**src/signal_mixer_defs.svh**
```systemverilog
// constants for the signal mixer: register indices, field positions, reset values
// assumes inclusion by bare name from the package and the design files
`ifndef SIGNAL_MIXER_DEFS_SVH
`define SIGNAL_MIXER_DEFS_SVH

// ----------------------------------------------------------------
// register addresses (4-bit register port)
// ----------------------------------------------------------------
`define ADDR_MOD_CONTROL   4'h0
`define ADDR_MOD_SOURCE    4'h1
`define ADDR_HIGH_CARRIER  4'h2
`define ADDR_LOW_CARRIER   4'h3

// ----------------------------------------------------------------
// modulation_control fields
// ----------------------------------------------------------------
`define CTL_ENABLE_BIT     7
`define CTL_PIN_OE_BIT     6
`define CTL_SLEW_BIT       5
`define CTL_INVERT_BIT     4
`define CTL_OUT_BIT        3
`define CTL_SWBIT_BIT      0
`define CTL_RESET          8'h20
`define CTL_WRITE_MASK     8'hf1

// ----------------------------------------------------------------
// source and carrier control fields
// ----------------------------------------------------------------
`define SRC_DETACH_BIT     7
`define SEL_LSB            0
`define SEL_MSB            3
`define CAR_INVERT_BIT     6
`define CAR_SYNC_BIT       5
`define SRC_WRITE_MASK     8'h8f
`define CAR_WRITE_MASK     8'hef
`define SRC_RESET          8'h00
`define CAR_RESET          8'h00

// ----------------------------------------------------------------
// select codes
// ----------------------------------------------------------------
`define MOD_SEL_SOFTWARE   4'h0
`define MOD_SEL_EXT_PIN    4'h1
`define MOD_SEL_PWM_FIRST  4'h2
`define MOD_SEL_CMP_FIRST  4'h6
`define MOD_SEL_SPI_FIRST  4'h8
`define MOD_SEL_UART       4'ha
`define CAR_SEL_GROUND     4'h0
`define CAR_SEL_EXT_A      4'h1
`define CAR_SEL_EXT_B      4'h2
`define CAR_SEL_REFCLK     4'h3
`define CAR_SEL_PWM_FIRST  4'h4

`endif

```
**src/signal_mixer_pkg.sv**
```systemverilog
// types shared by the signal mixer modules
// assumes the defs header sits in the same folder
package signal_mixer_pkg;
    `include "signal_mixer_defs.svh"

    // carrier switch-over states
    typedef enum logic [1:0] {
        ST_HIGH      = 2'b00,
        ST_WAIT_LOW  = 2'b01,
        ST_LOW       = 2'b10,
        ST_WAIT_HIGH = 2'b11
    } carrier_state_t;
endpackage

```
**src/carrier_path_if.sv**
```systemverilog
// bundle between top level and one carrier selector
// assumes one instance per carrier
`timescale 1ns/100ps
interface carrier_path_if;
    logic [3:0] sel;
    logic       invert;
    logic       detach;
    logic       carrier;
    logic       detach_pin;

    modport top (output sel, output invert, output detach, input carrier, input detach_pin);
    modport sel_side (input sel, input invert, input detach, output carrier, output detach_pin);
endinterface

```
**src/carrier_select.sv**
```systemverilog
// one carrier selector: source multiplexer, polarity, pin detach decode
// assumes the top has already forced sel to ground while disabled
`timescale 1ns/100ps
`include "signal_mixer_defs.svh"
module carrier_select
    import signal_mixer_pkg::*;
(
    // sources
    input  wire logic       ext_a_i,
    input  wire logic       ext_b_i,
    input  wire logic       refclk_i,
    input  wire logic [3:0] pwm_i,
    // control bundle
    carrier_path_if.sel_side cp
);
    // ----------------------------------------------------------------
    // source mux
    // ----------------------------------------------------------------
    logic raw;
    logic [3:0] pwm_idx;

    // reserved codes fall through to a constant low
    always_comb begin
        pwm_idx = cp.sel - `CAR_SEL_PWM_FIRST;
        case (cp.sel)
            `CAR_SEL_GROUND: raw = 1'b0;
            `CAR_SEL_EXT_A:  raw = ext_a_i;
            `CAR_SEL_EXT_B:  raw = ext_b_i;
            `CAR_SEL_REFCLK: raw = refclk_i;
            4'h4, 4'h5, 4'h6, 4'h7: raw = pwm_i[pwm_idx[1:0]];
            default:         raw = 1'b0;
        endcase
    end

    // polarity after the mux, so ground inverted reads as high
    assign cp.carrier = raw ^ cp.invert;

    // detach one-hot over the pwm outputs only; pins have no peripheral driver
    always_comb begin
        cp.detach_pin = 1'b0;
        if (cp.sel >= `CAR_SEL_PWM_FIRST && cp.sel <= 4'h7) begin
            cp.detach_pin = cp.detach;
        end
    end
endmodule

```
**src/signal_mixer.sv**
```systemverilog
// signal mixer top: registers, modulator select, carrier switch-over, output pin
// assumes all source inputs are synchronous to mclk_i
//
// The address map and the address-and-strobe port were chosen for this implementation.
`timescale 1ns/100ps
`include "signal_mixer_defs.svh"

module signal_mixer
    import signal_mixer_pkg::*;
(
    // clock and reset
    input  wire logic       mclk_i,
    input  wire logic       reset_n_i,
    input  wire logic       clk_en_i,
    // register port
    input  wire logic [3:0] reg_addr_i,
    input  wire logic [7:0] reg_wdata_i,
    input  wire logic       reg_wr_i,
    input  wire logic       reg_rd_i,
    output logic      [7:0] reg_rdata_o,
    // sources
    input  wire logic       external_modulator_pin_i,
    input  wire logic       external_carrier_pin_a_i,
    input  wire logic       external_carrier_pin_b_i,
    input  wire logic       refclk_i,
    input  wire logic [3:0] pwm_i,
    input  wire logic [1:0] comparator_i,
    input  wire logic [1:0] spi_sdo_i,
    input  wire logic       uart_tx_i,
    // pin side
    output logic            mixed_output_o,
    output logic            output_slew_limit_o,
    output logic      [3:0] pwm_pin_detach_o,
    output logic      [1:0] comparator_pin_detach_o,
    output logic      [1:0] spi_pin_detach_o,
    output logic            uart_pin_detach_o
);
    // ----------------------------------------------------------------
    // registers
    // ----------------------------------------------------------------
    // one byte per register address
    // all next values except state_nxt come from one process
    logic [7:0] ctl_r, ctl_nxt;
    logic [7:0] src_r, src_nxt;
    logic [7:0] high_time_carrier_r, high_time_carrier_nxt;
    logic [7:0] low_time_carrier_r, low_time_carrier_nxt;
    // flopped so no mux glitch reaches
    // software or the pin
    logic [7:0] rdata_r, rdata_nxt;
    logic       out_r, out_nxt;
    logic       pin_r, pin_nxt;
    // carrier switch-over phase
    carrier_state_t state_r, state_nxt;

    // decoded enable and live mixing nets
    logic enable;
    logic mod_sig;
    logic mixed;
    logic high_carrier;
    logic low_carrier;

    // every override keys off this bit;
    // stored select codes stay untouched
    assign enable = ctl_r[`CTL_ENABLE_BIT];

    // ----------------------------------------------------------------
    // carrier selectors
    // ----------------------------------------------------------------
    // one bundle per carrier
    carrier_path_if high_cp ();
    carrier_path_if low_cp ();

    // disabled mixer forces both carrier selects to ground (invert still applies), registers keep their codes
    assign high_cp.sel    = enable ? high_time_carrier_r[`SEL_MSB:`SEL_LSB] : `CAR_SEL_GROUND;
    assign high_cp.invert = high_time_carrier_r[`CAR_INVERT_BIT];
    assign high_cp.detach = high_time_carrier_r[`SRC_DETACH_BIT];
    assign low_cp.sel     = enable ? low_time_carrier_r[`SEL_MSB:`SEL_LSB] : `CAR_SEL_GROUND;
    assign low_cp.invert  = low_time_carrier_r[`CAR_INVERT_BIT];
    assign low_cp.detach  = low_time_carrier_r[`SRC_DETACH_BIT];
    assign high_carrier   = high_cp.carrier;
    assign low_carrier    = low_cp.carrier;

    // both selectors share the source pins
    carrier_select u_high (
        .ext_a_i  (external_carrier_pin_a_i),
        .ext_b_i  (external_carrier_pin_b_i),
        .refclk_i (refclk_i),
        .pwm_i    (pwm_i),
        .cp       (high_cp)
    );

    carrier_select u_low (
        .ext_a_i  (external_carrier_pin_a_i),
        .ext_b_i  (external_carrier_pin_b_i),
        .refclk_i (refclk_i),
        .pwm_i    (pwm_i),
        .cp       (low_cp)
    );

    // ----------------------------------------------------------------
    // modulator select
    // ----------------------------------------------------------------
    // effective select after the override
    logic [3:0] mod_sel;
    logic [3:0] mod_off;

    // disabled: software bit, code kept
    assign mod_sel = enable ? src_r[`SEL_MSB:`SEL_LSB] : `MOD_SEL_SOFTWARE;

    // reserved codes read as constant low so
    // a stale select leaks no source
    always_comb begin
        mod_off = mod_sel - `MOD_SEL_PWM_FIRST;
        case (mod_sel)
            `MOD_SEL_SOFTWARE: mod_sig = ctl_r[`CTL_SWBIT_BIT];
            `MOD_SEL_EXT_PIN:  mod_sig = external_modulator_pin_i;
            4'h2, 4'h3, 4'h4, 4'h5: mod_sig = pwm_i[mod_off[1:0]];
            4'h6, 4'h7: mod_sig = comparator_i[mod_sel[0]];
            4'h8, 4'h9: mod_sig = spi_sdo_i[mod_sel[0]];
            `MOD_SEL_UART:     mod_sig = uart_tx_i;
            default:           mod_sig = 1'b0;
        endcase
    end

    // modulator detach decode, merged with carrier detaches on the pwm lines
    always_comb begin
        logic [3:0] pwm_det;
        pwm_det = 4'h0;
        comparator_pin_detach_o = 2'b00;
        spi_pin_detach_o = 2'b00;
        uart_pin_detach_o = 1'b0;
        // parked mixer detaches nothing
        if (src_r[`SRC_DETACH_BIT] && enable) begin
            case (mod_sel)
                4'h2, 4'h3, 4'h4, 4'h5: pwm_det[mod_off[1:0]] = 1'b1;
                4'h6, 4'h7: comparator_pin_detach_o[mod_sel[0]] = 1'b1;
                4'h8, 4'h9: spi_pin_detach_o[mod_sel[0]] = 1'b1;
                `MOD_SEL_UART: uart_pin_detach_o = 1'b1;
                default: pwm_det = 4'h0;
            endcase
        end
        // carrier and modulator requests merge
        if (high_cp.detach_pin) begin
            pwm_det[high_cp.sel[1:0]] = 1'b1;
        end
        if (low_cp.detach_pin) begin
            pwm_det[low_cp.sel[1:0]] = 1'b1;
        end
        pwm_pin_detach_o = pwm_det;
    end

    // ----------------------------------------------------------------
    // carrier switch-over
    // ----------------------------------------------------------------
    // without sync the carrier follows the modulator at once and pulses may be
    // cut short; with sync the running carrier is kept until it reads low
    always_comb begin
        state_nxt = state_r;
        case (state_r)
            ST_HIGH: begin
                if (!mod_sig) begin
                    if (high_time_carrier_r[`CAR_SYNC_BIT] && high_carrier) begin
                        state_nxt = ST_WAIT_LOW;
                    end else begin
                        state_nxt = ST_LOW;
                    end
                end
            end
            ST_WAIT_LOW: begin
                // modulator back: cancel switch
                if (mod_sig) begin
                    state_nxt = ST_HIGH;
                end else if (!high_carrier) begin
                    state_nxt = ST_LOW;
                end
            end
            ST_LOW: begin
                if (mod_sig) begin
                    if (low_time_carrier_r[`CAR_SYNC_BIT] && low_carrier) begin
                        state_nxt = ST_WAIT_HIGH;
                    end else begin
                        state_nxt = ST_HIGH;
                    end
                end
            end
            ST_WAIT_HIGH: begin
                // modulator back: cancel switch
                if (!mod_sig) begin
                    state_nxt = ST_LOW;
                end else if (!low_carrier) begin
                    state_nxt = ST_HIGH;
                end
            end
            // unreachable; back to low phase
            default: state_nxt = ST_LOW;
        endcase
    end

    // mixing is combinational on the selected sources, but reaches the pin
    // only through pin_r, which holds while clk_en_i is low; out_r only feeds the readback
    // carrier follows the next phase: no
    // cycle of lag without sync, and a wait
    // phase keeps the old carrier
    always_comb begin
        case (state_nxt)
            ST_HIGH, ST_WAIT_LOW: mixed = high_carrier & mod_sig;
            default:              mixed = low_carrier & mod_sig;
        endcase
        if (!enable) begin
            mixed = 1'b0;
        end
    end

    // ----------------------------------------------------------------
    // output pin and register next values
    // ----------------------------------------------------------------
    // writes, readback and output in one
    // process; read data hold until the
    // next read
    always_comb begin
        ctl_nxt   = ctl_r;
        src_nxt   = src_r;
        high_time_carrier_nxt  = high_time_carrier_r;
        low_time_carrier_nxt  = low_time_carrier_r;
        rdata_nxt = rdata_r;
        // invert applies even while disabled
        out_nxt   = mixed ^ ctl_r[`CTL_INVERT_BIT];
        // pin stays low while the pin output is gated off
        pin_nxt   = ctl_r[`CTL_PIN_OE_BIT] ? out_nxt : 1'b0;
        if (reg_wr_i) begin
            case (reg_addr_i)
                `ADDR_MOD_CONTROL:  ctl_nxt  = reg_wdata_i & `CTL_WRITE_MASK;
                `ADDR_MOD_SOURCE:   src_nxt  = reg_wdata_i & `SRC_WRITE_MASK;
                `ADDR_HIGH_CARRIER: high_time_carrier_nxt = reg_wdata_i & `CAR_WRITE_MASK;
                `ADDR_LOW_CARRIER:  low_time_carrier_nxt = reg_wdata_i & `CAR_WRITE_MASK;
                default:            ctl_nxt  = ctl_r;
            endcase
        end
        if (reg_rd_i) begin
            case (reg_addr_i)
                `ADDR_MOD_CONTROL: begin
                    rdata_nxt = ctl_r;
                    rdata_nxt[`CTL_OUT_BIT] = out_r;
                end
                `ADDR_MOD_SOURCE:   rdata_nxt = src_r;
                `ADDR_HIGH_CARRIER: rdata_nxt = high_time_carrier_r;
                `ADDR_LOW_CARRIER:  rdata_nxt = low_time_carrier_r;
                default:            rdata_nxt = 8'h00;
            endcase
        end
    end

    // ----------------------------------------------------------------
    // state registers
    // ----------------------------------------------------------------
    // clock enable low freezes every flop;
    // reset parks the mixer, slew limit on
    always_ff @(posedge mclk_i or negedge reset_n_i) begin
        if (!reset_n_i) begin
            ctl_r   <= `CTL_RESET;
            src_r   <= `SRC_RESET;
            high_time_carrier_r  <= `CAR_RESET;
            low_time_carrier_r  <= `CAR_RESET;
            rdata_r <= 8'h00;
            out_r   <= 1'b0;
            pin_r   <= 1'b0;
            state_r <= ST_LOW;
        end else if (clk_en_i) begin
            ctl_r   <= ctl_nxt;
            src_r   <= src_nxt;
            high_time_carrier_r  <= high_time_carrier_nxt;
            low_time_carrier_r  <= low_time_carrier_nxt;
            rdata_r <= rdata_nxt;
            out_r   <= out_nxt;
            pin_r   <= pin_nxt;
            state_r <= state_nxt;
        end
    end

    // outputs straight from flops
    assign reg_rdata_o         = rdata_r;
    assign mixed_output_o      = pin_r;
    assign output_slew_limit_o = ctl_r[`CTL_SLEW_BIT];
endmodule

```
**config.mk**
```make
export PLATFORM = sky130hd
export DESIGN_NAME = signal_mixer
export DESIGN_NICKNAME = d
export VERILOG_FILES = /design/src/signal_mixer_pkg.sv /design/src/carrier_path_if.sv /design/src/carrier_select.sv /design/src/signal_mixer.sv
export VERILOG_INCLUDE_DIRS = /design/src
export SDC_FILE = /design/constraint.sdc
export NUM_CORES = 1
export LEC_CHECK = 0
export BUFFER_PORTS_ARGS = -buffer_cell sky130_fd_sc_hd__buf_2
export CORE_ASPECT_RATIO = 0.6
export CORE_UTILIZATION = 54
export DETAILED_ROUTE_END_ITERATION = 10
export PLACE_DENSITY = 0.88
export SLEW_MARGIN = 0
export SYNTH_ARGS = -nofsm -noshare
export SYNTH_HDL_FRONTEND = slang
export SYNTH_SLANG_ARGS = --single-unit
```
**constraint.sdc**
```tcl
create_clock -name mclk_i -period 2.7 [get_ports mclk_i]
set_input_delay 0.54 -clock mclk_i [delete_from_list [all_inputs] [get_ports mclk_i]]
set_output_delay 0.54 -clock mclk_i [all_outputs]
set_load 0.02 [all_outputs]
```
==> metrics.json <==
{
  "run_status": {"value": "finished clean"},
  "synth-edff-count": {"value": 0},
  "cellPowerDensity": {"value": 650, "unit": "nW/um^2"},
  "tritoncts.num_buffers": {"value": 5},
  "post-layout-total-power": {"value": 1.60, "unit": "mW"},
  "setup_viol_count_final": {"value": 0},
  "path_clk_slew": {"value": 0.08, "unit": "ns"},
  "num_vias": {"value": 1853},
  "layout.nets": {"value": 279},
  "cts_setup_buffers": {"value": 0},
  "critical-path-slowest-cell": {"value": "sky130_fd_sc_hd__dfrtp_1"},
  "crit_path_max_fanout": {"value": 14},
  "starting_density_of_the_core": {"value": 57.4, "unit": "%"},
  "gr-usage-met3": {"value": 7.57, "unit": "%"},
  "timing.final.crit_share": {"value": 89.6, "unit": "%"},
  "clk_latency": {"value": 0.29, "unit": "ns"},
  "grt_antenna_before_repair": {"value": 0},
  "clockPowerShare": {"value": 24.8, "unit": "%"},
  "cts_tree": {"value": "built"},
  "detail_route.drc_violations": {"value": 0},
  "antenna_cells_inserted": {"value": 0},
  "maximum_count_of_clock_buffers_along_a_single_path": {"value": 2},
  "power.combinational.fraction": {"value": 25.8, "unit": "%"},
  "synth-warning-count": {"value": 0},
  "register_area_share_after_synthesis": {"value": 42.3, "unit": "%"},
  "worstMarginPinSlew": {"value": 0.817, "unit": "ns"},
  "numClockSinks": {"value": 36},
  "grt_start_max_net_pins": {"value": 37},
  "timing.max_slew.rel_slack": {"value": 45.5, "unit": "%"},
  "n_fill_cell": {"value": 311},
  "totalWireLength": {"value": 5.40, "unit": "mm"},
  "ys.flop_type": {"value": "sky130_fd_sc_hd__dfrtp_1"},
  "place.detailed.hpwl": {"value": 4.08, "unit": "mm"},
  "start_kind": {"value": "flop"},
  "path_buf_inv": {"value": 1},
  "num_io_pins": {"value": 49},
  "layout-drive-gt1-share": {"value": 33.6, "unit": "%"},
  "drv_slew": {"value": 0},
  "setup-tns-final": {"value": 0, "unit": "ns"},
  "type_of_the_tightest_min_delay_check": {"value": "in2async"},
  "via_count_of_the_first_global_routing_pass": {"value": 1642},
  "floorplan.core_area": {"value": 3720, "unit": "sq um"},
  "regToRegSetupSlack": {"value": 0.42, "unit": "ns"},
  "critical_path_endpoint_category": {"value": "output pin"},
  "met2_usage": {"value": 37.6, "unit": "%"},
  "synth_fp_nets": {"value": 236},
  "global_route_wire_length_before_repair": {"value": 8.60, "unit": "mm"},
  "avgRoutedWirePerCell": {"value": 18.2, "unit": "microns"},
  "postCtsResizedCells": {"value": 0},
  "biggest_cell_delay_along_the_critical_path": {"value": 0.61, "unit": "ns"},
  "leakage": {"value": 1.16, "unit": "nW"},
  "post_synth_num_cell_types": {"value": 46},
  "p_int": {"value": 1.05, "unit": "mW"},
  "fmax": {"value": 414, "unit": "MHz"},
  "power_switching_share": {"value": 34.6, "unit": "%"},
  "async_set_or_reset_register_ratio_after_synthesis": {"value": 100, "unit": "%"},
  "ir_worst_vdd": {"value": 0.000469, "unit": "V"},
  "post_synth_instance_area": {"value": 2140, "unit": "sq um"},
  "p_switching": {"value": 0.555, "unit": "mW"},
  "final_period_minus_worst_setup_slack": {"value": 2.42, "unit": "ns"},
  "cts_root_buf": {"value": "sky130_fd_sc_hd__clkbuf_8"},
  "criticalPathCategory": {"value": "reg2out"},
  "ys_seq_elements": {"value": 36},
  "grt_overflow": {"value": 0},
  "synthCells": {"value": 206},
  "die_area": {"value": 4220, "unit": "sq um"},
  "synth.avg_cell_area": {"value": 10.4, "unit": "sq um"},
  "rows": {"value": 17},
  "final_antenna_net_count": {"value": 0},
  "floorplan_die_width": {"value": 83.2, "unit": "microns"},
  "drt_pass1_iterations": {"value": 4},
  "htreeDepth": {"value": 2},
  "timing.clock.skew": {"value": 0.00665, "unit": "ns"},
  "timing.final.hold_violations": {"value": 0},
  "crit_chain": {"value": "nand2_1 -> nor3b_1 -> a221o_1 -> buf_2"},
  "layout-area-overhead-vs-synth": {"value": 15.6, "unit": "%"},
  "avgViaCountPerCell": {"value": 6.24},
  "cp_data_arrival_time": {"value": 1.88, "unit": "ns"},
  "top_usage_layer": {"value": "met1"},
  "timing.critical_path.max_delay_family": {"value": "flip-flops"},
  "critPathRequiredTime": {"value": 2.16, "unit": "ns"},
  "gp_congestion": {"value": 0.860},
  "use_met1": {"value": 42.8, "unit": "%"},
  "postCtsHoldBufs": {"value": 0},
  "max_capacitance_violation_count": {"value": 0},
  "die_y": {"value": 50.7, "unit": "microns"},
  "number_of_drc_markers_after_the_initial_detailed_route_iteration": {"value": 176},
  "place.port_buffers": {"value": 48},
  "rsz0062_at_grt": {"value": "no"},
  "gr-usage-all-layers": {"value": 27.3, "unit": "%"},
  "sequential_group_share_of_total_power": {"value": 49.4, "unit": "%"}
}
power by group through the flow:
stage          combinational [mW]  clock [mW]  sequential [mW]
2_1_floorplan               0.333           0            0.731
3_3_place_gp                0.391           0            0.791
3_5_place_dp                0.406           0            0.797
4_1_cts                     0.410       0.403            0.786
5_1_grt                     0.449       0.429            0.811
6_report                    0.414       0.398            0.792
final cells by class:
type	instances	area (sq um)	share of cell area, %
inverter	8	30.0	1.22
multi-input combinational	150	1140	46.3
timing repair buffer	48	240	9.73
clock buffer	6	82.6	3.35
sequential	36	903	36.6
tap	47	58.8	2.38
clock inverter	2	10.0	0.405
stage by stage:
step	utilization, %	setup WS, ns	cell area (sq um)	std cells	hold slack, ns
floorplan	-	0.584	2140	206	0.244
global placement	63.8	0.381	2380	289	0.474
detailed placement	63.8	0.329	2380	289	0.483
CTS	66.3	0.340	2470	297	0.362
global route	66.3	0.146	2470	297	0.395
finish	66.3	0.282	2470	297	0.338
final timing paths:
check	start	end	depth (start not counted)
max	src_r[0]$_DFFE_PN0P_	pwm_pin_detach_o[1]	4
min	reset_n_i	src_r[1]$_DFFE_PN0P_	1
max reg2reg	low_time_carrier_r[0]$_DFFE_PN0P_	out_r$_DFFE_PN0P_	6
min reg2reg	reg_rdata_o[5]$_DFFE_PN0P_	reg_rdata_o[5]$_DFFE_PN0P_	2
max in group asynchronous	reset_n_i	state_r[0]$_DFFE_PN0P_	1
min in group mclk_i	reg_wdata_i[4]	ctl_r[4]$_DFFE_PN0P_	2
flip-flops by register name (all words and copies together), names as in the netlist:
| register | flops |
|---|---|
| ctl_r | 5 |
| high_time_carrier_r | 7 |
| low_time_carrier_r | 7 |
| mixed_output_o | 1 |
| out_r | 1 |
| reg_rdata_o | 8 |
| src_r | 5 |
| state_r | 2 |
per-layer routing:
| layer | up-vias | share of wire (%) |
|---|---|---|
| met2 | 113 | 41 |
| met5 | - | 0 |
| met4 | 0 | 0.35 |
| met1 | 882 | 47 |
| met3 | 2 | 12 |
| li1 | 856 | - |
cell usage after synthesis, drive strengths merged (3+ instances only):
cell type / instances / area [sq um]
dfrtp: 34 / 851
mux2: 30 / 338
nand2: 14 / 52.6
nor2: 11 / 41.3
o21ai: 11 / 55.1
nand3: 9 / 45.0
inv: 8 / 30.0
buf: 6 / 36.3
clkbuf: 6 / 22.5
nor2b: 6 / 37.5
nor3: 6 / 30.0
a22oi: 5 / 37.5
and3: 5 / 31.3
mux2i: 5 / 50.1
a21oi: 3 / 15.0
a22o: 3 / 26.3
a31oi: 3 / 18.8
mux4: 3 / 67.6
nand2b: 3 / 18.8
o32ai: 3 / 26.3
or3: 3 / 18.8
cell families (layout without fill, tap and decap cells):
group           count (synthesis)  in the layout  share of synthesized area (%)
mux                            38             38                           21.3
compound gates                 43             43                           14.9
simple gates                   68             68                           16.9
flops                          36             36                           42.3
xor+xnor                        1              1                          0.410
buf+inv                        20             64                           4.16
cells in the final DEF, fill, tap and decap left out, types with 2 or more instances in the layout:
master / synthesis / routed
sky130_fd_sc_hd__dfrtp_1: 34 / 34
sky130_fd_sc_hd__dfstp_2: 2 / 2
sky130_fd_sc_hd__mux2_2: 21 / 21
sky130_fd_sc_hd__nor2b_1: 6 / 6
sky130_fd_sc_hd__o21ai_0: 4 / 4
sky130_fd_sc_hd__o211ai_1: 2 / 2
sky130_fd_sc_hd__a31oi_1: 3 / 3
sky130_fd_sc_hd__mux2i_1: 5 / 5
sky130_fd_sc_hd__a21oi_1: 3 / 3
sky130_fd_sc_hd__a32oi_1: 2 / 2
sky130_fd_sc_hd__clkbuf_8: 0 / 6
sky130_fd_sc_hd__nor3b_1: 2 / 2
sky130_fd_sc_hd__mux2_1: 9 / 9
sky130_fd_sc_hd__nor2_1: 11 / 11
sky130_fd_sc_hd__buf_2: 2 / 48
sky130_fd_sc_hd__nand2b_1: 3 / 3
sky130_fd_sc_hd__clkinv_2: 0 / 2
sky130_fd_sc_hd__mux4_2: 3 / 3
sky130_fd_sc_hd__o2111a_1: 2 / 2
sky130_fd_sc_hd__nor3_1: 6 / 6
sky130_fd_sc_hd__nand3_1: 9 / 9
sky130_fd_sc_hd__or3_1: 3 / 3
sky130_fd_sc_hd__nand3b_1: 2 / 2
sky130_fd_sc_hd__o32ai_1: 3 / 3
sky130_fd_sc_hd__inv_1: 8 / 8
sky130_fd_sc_hd__a22o_1: 3 / 3
sky130_fd_sc_hd__a22oi_1: 5 / 5
sky130_fd_sc_hd__nand2_1: 14 / 14
sky130_fd_sc_hd__o21ai_1: 7 / 7
sky130_fd_sc_hd__o2bb2ai_1: 2 / 2
sky130_fd_sc_hd__and3_1: 5 / 5
sky130_fd_sc_hd__and4b_1: 2 / 2
(Power assumes the default switching activity.)
